<file path="src/inc/lp_seq_pkg.sv">
package lp_seq_pkg;

  // ----------------------------------------------------------------------
  // Clock and timing
  // ----------------------------------------------------------------------
  localparam int REF_CLK_HZ = 25000000;
  // Quality check window length in minimum-frequency VCO cycles.
  localparam int CHECK_WINDOW_CYCLES = 50000;
  // Rising oscillator edges within a window that mark the clock good.
  localparam int OSC_OK_EDGES = 4096;
  localparam int WIN_W = 16;
  localparam int EDGE_W = 13;
  localparam logic [WIN_W-1:0] WIN_LAST = WIN_W'(CHECK_WINDOW_CYCLES - 1);
  localparam logic [EDGE_W-1:0] EDGE_TARGET = EDGE_W'(OSC_OK_EDGES);

  // ----------------------------------------------------------------------
  // Reset and vector codes
  // ----------------------------------------------------------------------
  localparam logic [1:0] VEC_NONE = 2'h0;
  localparam logic [1:0] VEC_NORMAL = 2'h1;
  localparam logic [1:0] VEC_MONITOR = 2'h2;
  localparam logic [1:0] VEC_WATCHDOG = 2'h3;

  // ----------------------------------------------------------------------
  // Sequencer states, Gray coded along entry; the exit to ST_RUN changes all three bits
  // ----------------------------------------------------------------------
  typedef enum logic [2:0] {
    ST_RUN = 3'h0,
    ST_SWITCH = 3'h1,
    ST_PLL_OFF = 3'h3,
    ST_CORE_OFF = 3'h2,
    ST_SYS_OFF = 3'h6,
    ST_LOWPOWER = 3'h7
  } seq_state_t;

endpackage

</file>
<file path="src/logic/clock_quality_checker.sv">
`timescale 1ns/10ps
module clock_quality_checker
  import lp_seq_pkg::*;
(
  // Clock and reset
  input wire logic ref_clk,
  input wire logic reset_n,
  // Control
  input wire logic startCheck,
  input wire logic abortCheck,
  input wire logic freezeCheck,
  // Timing inputs, one-cycle enables
  input wire logic vcoTick,
  input wire logic oscRise,
  // Status
  output logic checkBusy,
  output logic oscOk
);

  logic [WIN_W-1:0] winCount_ff;
  logic [EDGE_W-1:0] edgeCount_ff;
  logic busy_ff;
  logic ok_ff;
  logic [EDGE_W-1:0] nxt_edgeCount;
  logic edgeHit;
  logic winEnd;
  logic runStep;

  assign runStep = busy_ff && !freezeCheck;
  assign nxt_edgeCount = edgeCount_ff + EDGE_W'(1);
  assign edgeHit = runStep && oscRise && (nxt_edgeCount == EDGE_TARGET);
  assign winEnd = runStep && vcoTick && (winCount_ff == WIN_LAST);

  always_ff @(posedge ref_clk) begin
    if (!reset_n || abortCheck) begin
      busy_ff <= 1'b0;
      winCount_ff <= '0;
      edgeCount_ff <= '0;
    end else if (startCheck && !busy_ff) begin
      busy_ff <= 1'b1;
      winCount_ff <= '0;
      edgeCount_ff <= '0;
    end else if (edgeHit) begin
      busy_ff <= 1'b0;
    end else if (winEnd) begin
      // A failed window restarts at once; repeats go on until success or abortCheck.
      winCount_ff <= '0;
      edgeCount_ff <= '0;
    end else if (runStep) begin
      if (vcoTick) begin
        winCount_ff <= winCount_ff + WIN_W'(1);
      end
      if (oscRise) begin
        edgeCount_ff <= nxt_edgeCount;
      end
    end
  end

  always_ff @(posedge ref_clk) begin
    if (!reset_n) begin
      ok_ff <= 1'b0;
    end else begin
      ok_ff <= edgeHit;
    end
  end

  assign checkBusy = busy_ff;
  assign oscOk = ok_ff;

endmodule // clock_quality_checker

</file>
<file path="src/logic/low_power_wait_stop_clock_sequencer.sv">
`timescale 1ns/10ps
module low_power_wait_stop_clock_sequencer
  import lp_seq_pkg::*;
(
  // Clock and reset
  input wire logic ref_clk,
  input wire logic reset_n,
  // Core requests and wake sources
  input wire logic waitRequest,
  input wire logic stopRequest,
  input wire logic wakeInterrupt,
  input wire logic watchdogReset,
  // Configuration bits
  input wire logic clock_monitor_enable,
  input wire logic self_clock_mode_enable,
  input wire logic self_clock_irq_enable,
  input wire logic pll_stop_in_wait,
  input wire logic core_stop_in_wait,
  input wire logic system_stop_in_wait,
  input wire logic pseudo_stop_select,
  input wire logic watchdog_run_in_pseudo_stop,
  input wire logic timer_run_in_pseudo_stop,
  // Software control of the PLL select bit and the self-clock flag clear
  input wire logic pllSelectSet,
  input wire logic irqFlagClear,
  // Oscillator status pins
  input wire logic monitorFailPin,
  input wire logic oscRisePin,
  input wire logic vcoTickPin,
  // Clock and power controls
  output logic pll_clock_select,
  output logic pllEnable,
  output logic oscEnable,
  output logic coreClockEnable,
  output logic systemClockEnable,
  output logic timerClockEnable,
  output logic watchdogClockEnable,
  output logic regulatorLowPower,
  output logic counterFreeze,
  // Status
  output logic self_clock_mode,
  output logic self_clock_irq_flag,
  output logic selfClockIrq,
  output logic lowPowerActive,
  output logic stopActive,
  output logic wakeDone,
  output logic monitor_fail_reset,
  output logic [1:0] resetVector
);

  // ----------------------------------------------------------------------
  // Pin synchronisers
  // ----------------------------------------------------------------------
  // Oscillator edges arrive as a level from another domain; the rising
  // edge is taken after two flops, so the input must be well below half
  // the reference rate.
  logic [1:0] failSync_ff;
  logic [1:0] oscSync_ff;
  logic [1:0] vcoSync_ff;
  logic oscLast_ff;
  logic vcoLast_ff;
  logic monitorFail;
  logic oscRise;
  logic vcoTick;

  always_ff @(posedge ref_clk) begin
    if (!reset_n) begin
      failSync_ff <= 2'h0;
      oscSync_ff <= 2'h0;
      vcoSync_ff <= 2'h0;
      oscLast_ff <= 1'b0;
      vcoLast_ff <= 1'b0;
    end else begin
      failSync_ff <= {failSync_ff[0], monitorFailPin};
      oscSync_ff <= {oscSync_ff[0], oscRisePin};
      vcoSync_ff <= {vcoSync_ff[0], vcoTickPin};
      oscLast_ff <= oscSync_ff[1];
      vcoLast_ff <= vcoSync_ff[1];
    end
  end

  assign monitorFail = failSync_ff[1] && clock_monitor_enable;
  assign oscRise = oscSync_ff[1] && !oscLast_ff;
  assign vcoTick = vcoSync_ff[1] && !vcoLast_ff;

  // ----------------------------------------------------------------------
  // State and decode
  // ----------------------------------------------------------------------
  seq_state_t state_ff;
  seq_state_t nxt_state;
  logic isStop_ff;
  logic pll_clock_select_ff;
  logic scm_ff;
  logic flag_ff;
  logic monitor_fail_reset_ff;
  logic wake_ff;
  logic [1:0] vector_ff;
  logic checkBusy;
  logic oscOk;
  logic inLow;
  logic pseudoStop;
  logic fullStop;
  logic failSeen;
  logic scmEntry;
  logic cmFail;
  logic irqWake;
  logic wakeEvent;
  logic resetWake;
  logic startCheck;
  logic abortCheck;
  logic checkNeedsPll;

  assign inLow = (state_ff == ST_LOWPOWER);
  assign pseudoStop = inLow && isStop_ff && pseudo_stop_select;
  assign fullStop = inLow && isStop_ff && !pseudo_stop_select;
  // Full stop has no oscillator, so the monitor is ignored there.
  assign failSeen = monitorFail && !fullStop;
  assign cmFail = failSeen && !self_clock_mode_enable;
  assign scmEntry = failSeen && self_clock_mode_enable && !scm_ff;
  assign irqWake = flag_ff && self_clock_irq_enable;
  assign resetWake = watchdogReset || cmFail;
  assign wakeEvent = inLow && (wakeInterrupt || irqWake || resetWake);
  assign abortCheck = fullStop && scm_ff;
  assign startCheck = scmEntry
    || (scm_ff && !checkBusy && !fullStop && !oscOk);
  assign checkNeedsPll = checkBusy || scmEntry;

  // ----------------------------------------------------------------------
  // Entry and exit sequence
  // ----------------------------------------------------------------------
  always_comb begin
    nxt_state = state_ff;
    unique case (state_ff)
      ST_RUN: begin
        if (waitRequest || stopRequest) begin
          nxt_state = ST_SWITCH;
        end
      end
      ST_SWITCH: nxt_state = ST_PLL_OFF;
      ST_PLL_OFF: nxt_state = ST_CORE_OFF;
      ST_CORE_OFF: nxt_state = ST_SYS_OFF;
      ST_SYS_OFF: nxt_state = ST_LOWPOWER;
      ST_LOWPOWER: begin
        if (wakeEvent) begin
          nxt_state = ST_RUN;
        end
      end
      default: nxt_state = ST_RUN;
    endcase
  end

  always_ff @(posedge ref_clk) begin
    if (!reset_n) begin
      state_ff <= ST_RUN;
      isStop_ff <= 1'b0;
    end else begin
      state_ff <= nxt_state;
      if (state_ff == ST_RUN && stopRequest) begin
        isStop_ff <= 1'b1;
      end else if (state_ff == ST_RUN && waitRequest) begin
        isStop_ff <= 1'b0;
      end
    end
  end

  // ----------------------------------------------------------------------
  // PLL select, self-clock mode and flag
  // ----------------------------------------------------------------------
  logic pllDown;
  assign pllDown = isStop_ff || pll_stop_in_wait;

  always_ff @(posedge ref_clk) begin
    if (!reset_n) begin
      pll_clock_select_ff <= 1'b0;
    end else if (state_ff == ST_SWITCH && pllDown) begin
      pll_clock_select_ff <= 1'b0;
    end else if (scmEntry) begin
      pll_clock_select_ff <= 1'b0;
    end else if (pllSelectSet && state_ff == ST_RUN && !scm_ff) begin
      pll_clock_select_ff <= 1'b1;
    end
  end

  always_ff @(posedge ref_clk) begin
    if (!reset_n) begin
      scm_ff <= 1'b0;
      flag_ff <= 1'b0;
    end else begin
      if (scmEntry) begin
        scm_ff <= 1'b1;
      end else if (oscOk) begin
        scm_ff <= 1'b0;
      end
      // flag sets; set wins over clear
      if (scmEntry) begin
        flag_ff <= 1'b1;
      end else if (irqFlagClear) begin
        flag_ff <= 1'b0;
      end
    end
  end

  // ----------------------------------------------------------------------
  // Reset and wake reporting
  // ----------------------------------------------------------------------
  always_ff @(posedge ref_clk) begin
    if (!reset_n) begin
      monitor_fail_reset_ff <= 1'b0;
      wake_ff <= 1'b0;
      vector_ff <= VEC_NORMAL;
    end else begin
      monitor_fail_reset_ff <= cmFail;
      wake_ff <= wakeEvent;
      if (cmFail) begin
        vector_ff <= VEC_MONITOR;
      end else if (watchdogReset) begin
        vector_ff <= VEC_WATCHDOG;
      end else if (wakeEvent) begin
        vector_ff <= VEC_NONE;
      end
    end
  end

  // ----------------------------------------------------------------------
  // Clock quality checker
  // ----------------------------------------------------------------------
  // checks repeat in self-clock mode, but not in full stop
  clock_quality_checker qualityCheck (
    .ref_clk(ref_clk),
    .reset_n(reset_n),
    .startCheck(startCheck),
    .abortCheck(abortCheck),
    .freezeCheck(1'b0),
    .vcoTick(vcoTick),
    .oscRise(oscRise),
    .checkBusy(checkBusy),
    .oscOk(oscOk)
  );

  // ----------------------------------------------------------------------
  // Clock and power outputs
  // ----------------------------------------------------------------------
  logic pllGate;
  logic coreGate;
  logic sysGate;
  logic deep;

  assign deep = (state_ff == ST_CORE_OFF) || (state_ff == ST_SYS_OFF)
    || inLow;
  assign pllGate = (state_ff != ST_RUN) && (state_ff != ST_SWITCH)
    && pllDown && !pll_clock_select_ff;
  assign coreGate = deep
    && (isStop_ff || core_stop_in_wait || system_stop_in_wait);
  assign sysGate = ((state_ff == ST_SYS_OFF) || inLow)
    && (isStop_ff || system_stop_in_wait);

  assign pllEnable = !pllGate || checkNeedsPll || scm_ff;
  assign oscEnable = !fullStop;
  assign coreClockEnable = !coreGate;
  assign systemClockEnable = !sysGate;
  assign timerClockEnable = !(isStop_ff && inLow)
    || (pseudoStop && timer_run_in_pseudo_stop);
  assign watchdogClockEnable = !(isStop_ff && inLow)
    || (pseudoStop && watchdog_run_in_pseudo_stop);
  assign regulatorLowPower = isStop_ff && inLow && !checkNeedsPll
    && !scm_ff;
  assign counterFreeze = isStop_ff && inLow;

  assign pll_clock_select = pll_clock_select_ff;
  assign self_clock_mode = scm_ff;
  assign self_clock_irq_flag = flag_ff;
  assign selfClockIrq = irqWake;
  assign lowPowerActive = inLow;
  assign stopActive = inLow && isStop_ff;
  assign wakeDone = wake_ff;
  assign monitor_fail_reset = monitor_fail_reset_ff;
  assign resetVector = vector_ff;

endmodule // low_power_wait_stop_clock_sequencer

</file>
<file path="config.mk">
export PLATFORM = sky130hd
export DESIGN_NAME = low_power_wait_stop_clock_sequencer
export DESIGN_NICKNAME = d
export VERILOG_FILES = /design/src/inc/lp_seq_pkg.sv /design/src/logic/clock_quality_checker.sv /design/src/logic/low_power_wait_stop_clock_sequencer.sv
export SDC_FILE = /design/constraint.sdc
export NUM_CORES = 1
export LEC_CHECK = 0
export ABC_AREA = 1
export BUFFER_PORTS_ARGS = -buffer_cell sky130_fd_sc_hd__buf_2
export CAP_MARGIN = 10
export CELL_PAD_IN_SITES_DETAIL_PLACEMENT = 1
export CELL_PAD_IN_SITES_GLOBAL_PLACEMENT = 1
export CORE_MARGIN = 2
export CORE_UTILIZATION = 41
export DETAILED_ROUTE_END_ITERATION = 10
export PLACE_DENSITY_LB_ADDON = 0.1
export SLEW_MARGIN = 20
export SYNTH_ARGS = -nofsm -noshare
export SYNTH_HDL_FRONTEND = slang
export SYNTH_HIERARCHICAL = 1
export SYNTH_SLANG_ARGS = --single-unit
</file>
<file path="constraint.sdc">
create_clock -name ref_clk -period 2.6 [get_ports ref_clk]
set_clock_uncertainty 0.1 [all_clocks]
set_input_delay 0.39 -clock ref_clk [delete_from_list [all_inputs] [get_ports ref_clk]]
set_output_delay 0.39 -clock ref_clk [all_outputs]
set_load 0.01 [all_outputs]
</file>
==> reports/results.ini <==
[outcome]
status = finished clean

[synth]
syn_nets = 477
yosysSeqAreaShare_pct = 34.0
netlist_area_um2 = 2940
ys_seq_elements = 50
postSynthAreaPerCell_um2 = 6.47
ys.warnings.count = 6
yosys.cell_types.count = 36
syn_inst = 455

[routing]
ant_nets = 0
drcViolationCount = 0
vias_per_cell = 5.08
drt_iter0_markers = 91
first_pass_iters = 4
wl_um = 7680
via_count = 2985
wl_per_cell_um = 13.1

[clock_tree]
cts_hold_buf = 0
cts_tree = built
cts_made_buffers = 5
cts.path.max_buffers = 2
clock_sinks = 50
htreeDepth = 2
clk-insertion-delay-late_ns = 0.31
ctsResizeCount = 0
clkTransAtPathRegs_ns = 0.10
cts_root_buf = clkbuf_8
cts_setup_buffers = 0

[global_routing]
overflow = 0
grt_max_degree = 27
grt_pass1_vias = 2987
grt_pass1_wl_um = 13100
grt_use_total_pct = 20.8
antenna_found_initial = 0

[worst_setup_path]
worstPathCellList = ha_1, nand2_2, clkinv_1, nand3b_1, nand2_1, nor2_1, nand2_1, nor2_2, nand3_4, buf_4, a21oi_1, nor2_1
critPathLaunchType = register
cp.buffers_inverters = 2
crit_cells = 12
worstPathRequired_ns = 2.69
crit_start = qualityCheck/edgeCount_ff[0]
ff2ff_setup_slack_ns = 0.33
critPathSlowestCell = dfxtp_1
r2r-end = qualityCheck/edgeCount_ff[9]
regToRegStartpoint = qualityCheck/edgeCount_ff[0]
max_stage_delay_ns = 0.36
endpoint_kind = register
critPathKind = register to register
crit_end = qualityCheck/edgeCount_ff[9]
r2r_cells = 12
crit_fanout = 20
worstPathArrival_ns = 2.36
critPathTopFamily = simple AND/OR/NAND/NOR gates

[floorplan]
boundaryPins = 38
initial_utilization_pct = 42.8
die_area_um2 = 7870
dieHeight_um = 88.7
num_rows = 30
chipWidth_um = 88.7
core_area_um2 = 6870

[power_and_ir_drop]
p_seq_share_pct = 52.5
internal_power_mw = 1.15
p_sw_share_pct = 24.4
p_leak_nw = 1.46
p_switching_uw = 373
peakVddDrop_v = 0.000248
p_comb_share_pct = 8.6
clkPwrFrac_pct = 38.9
power_density_nw_per_um2 = 456
finalPower_mw = 1.53

[finish]
area_delta_synth_final_pct = 13.8
drive_gt1_share_pct = 16.1
utilization_pct = 48.8
nNetsFinal = 513
insertedDiodeCount = 0

[timing]
rsz0062_at_grt = no
finalCritPeriodShare_pct = 87.2
finalMaxSlewViolations = 0
finalHoldViolCount = 0
setup_viol = 0
max_freq_mhz = 441
tns_ns = 0
fin_crit_ns = 2.27

[min_path]
holdCritPathClass = primary input to register

[run]
maxCapViolations = 0

[placed_design]
port_buffers = 37
routabilityCongestion = 0.820
dpl.hpwl_um = 5600

==> worst min-delay path by stage <==
stage / slack, ns / cells past startpoint / to / startpoint
after global placement: 0.29 / 2 / vcoSync_ff[1] / vcoSync_ff[0]
after global routing: 0.15 / 3 / failSync_ff[0] / monitorFailPin
after detailed placement: 0.30 / 2 / failSync_ff[1] / failSync_ff[0]
final: 0.15 / 3 / vcoSync_ff[0] / vcoTickPin
after floorplan: 0.29 / 2 / failSync_ff[1] / failSync_ff[0]
after CTS: 0.14 / 3 / failSync_ff[0] / monitorFailPin
==> worst register-to-register path: cells and delay by family (launching register included) <==
family          cells  cell delay (ns)
simple gates        8             0.86
compound gates      1             0.18
fa+ha+maj           1             0.25
flops               1             0.36
buf+inv             2             0.39
==> flip-flops by register name, indices dropped and copies added, names as in the netlist <==
signal	count
resetVector	2
oscSync_ff	2
monitor_fail_reset	1
pll_clock_select	1
vcoLast_ff	1
qualityCheck/checkBusy	1
qualityCheck/oscOk	1
self_clock_mode	1
oscLast_ff	1
isStop_ff	1
state_ff	3
failSync_ff	2
self_clock_irq_flag	1
qualityCheck/winCount_ff	16
vcoSync_ff	2
wakeDone	1
qualityCheck/edgeCount_ff	13
==> layer usage <==
| layer | global-route usage [%] | vias to the layer above | wire length (um) |
|---|---|---|---|
| met5 | 0 | - | 0 |
| met4 | 4.68 | 0 | 59 |
| met3 | 3.08 | 4 | 178 |
| met2 | 38.5 | 30 | 3950 |
| met1 | 25.3 | 1428 | 3490 |
| li1 | - | 1523 | - |
==> power groups by stage <==
stage / clock (mW) / sequential, mW / combinational (mW)
after floorplan: 0 / 0.817 / 0.0817
after CTS: 0.620 / 0.802 / 0.132
final: 0.594 / 0.802 / 0.131
after global placement: 0 / 0.818 / 0.125
after global routing: 0.644 / 0.805 / 0.149
after detailed placement: 0 / 0.819 / 0.131
==> cell usage in the layout (no fill, tap or decap), types with 5 or more instances in the layout <==
master / netlist / final
a21oi_1: 40 / 40
buf_2: 5 / 37
buf_4: 1 / 5
clkbuf_8: 0 / 6
dfxtp_1: 50 / 50
inv_1: 51 / 51
inv_2: 5 / 5
nand2_1: 112 / 112
nand2_2: 5 / 5
nand3_1: 59 / 59
nand4_1: 9 / 9
nor2_1: 58 / 58
nor3_1: 5 / 5
or2_2: 5 / 5
xor2_1: 7 / 7
==> Yosys cell counts (all sizes together) <==
library cell	instances	area (um^2)
nand4	9	56.3
conb	1	3.75
ha	2	25.0
inv	56	210
a31oi	1	6.26
xnor2	2	17.5
o21bai	2	15.0
clkinv	2	7.51
or2	5	31.3
nand3	64	368
nand2	117	452
clkbuf	4	15.0
o2111ai	1	8.76
dfxtp	50	1000
buf	10	62.6
nor3	6	35.0
o22ai	1	6.26
nor2	65	295
o21ai	3	15.0
xor2	7	61.3
a21oi	40	200
o211ai	1	7.51
nor4	2	12.5
nand3b	4	30.0
==> cell type report <==
cell class | instances | area, um^2
well taps | 96 | 120
multi-input cells | 333 | 1650
fillers | 962 | 3520
inverters | 58 | 218
clock buffers | 6 | 82.6
flip-flops and latches | 50 | 1000
clock inverters | 2 | 38.8
repair buffers | 43 | 243
==> logic make-up after synthesis <==
family	after synthesis	share of synthesized area (%)
AO/OA/AOI/OAI	49	8.80
XOR/XNOR	9	2.68
adder cells (fa/ha/maj)	2	0.850
buffers and inverters	72	10.0
flip-flops	50	34.0
other	1	0.127
AND/OR/NAND/NOR	272	43.5
==> metrics by stage <==
step	cells	hold WS (ns)	area (um^2)	setup WS (ns)
floorplan	455	0.290	2940	0.681
global placement	580	0.294	3230	0.432
detailed placement	580	0.304	3230	0.372
CTS	588	0.143	3350	0.314
global route	588	0.152	3350	0.0858
finish	588	0.155	3350	0.333
No activity file was read; power rests on OpenSTA's default activity.
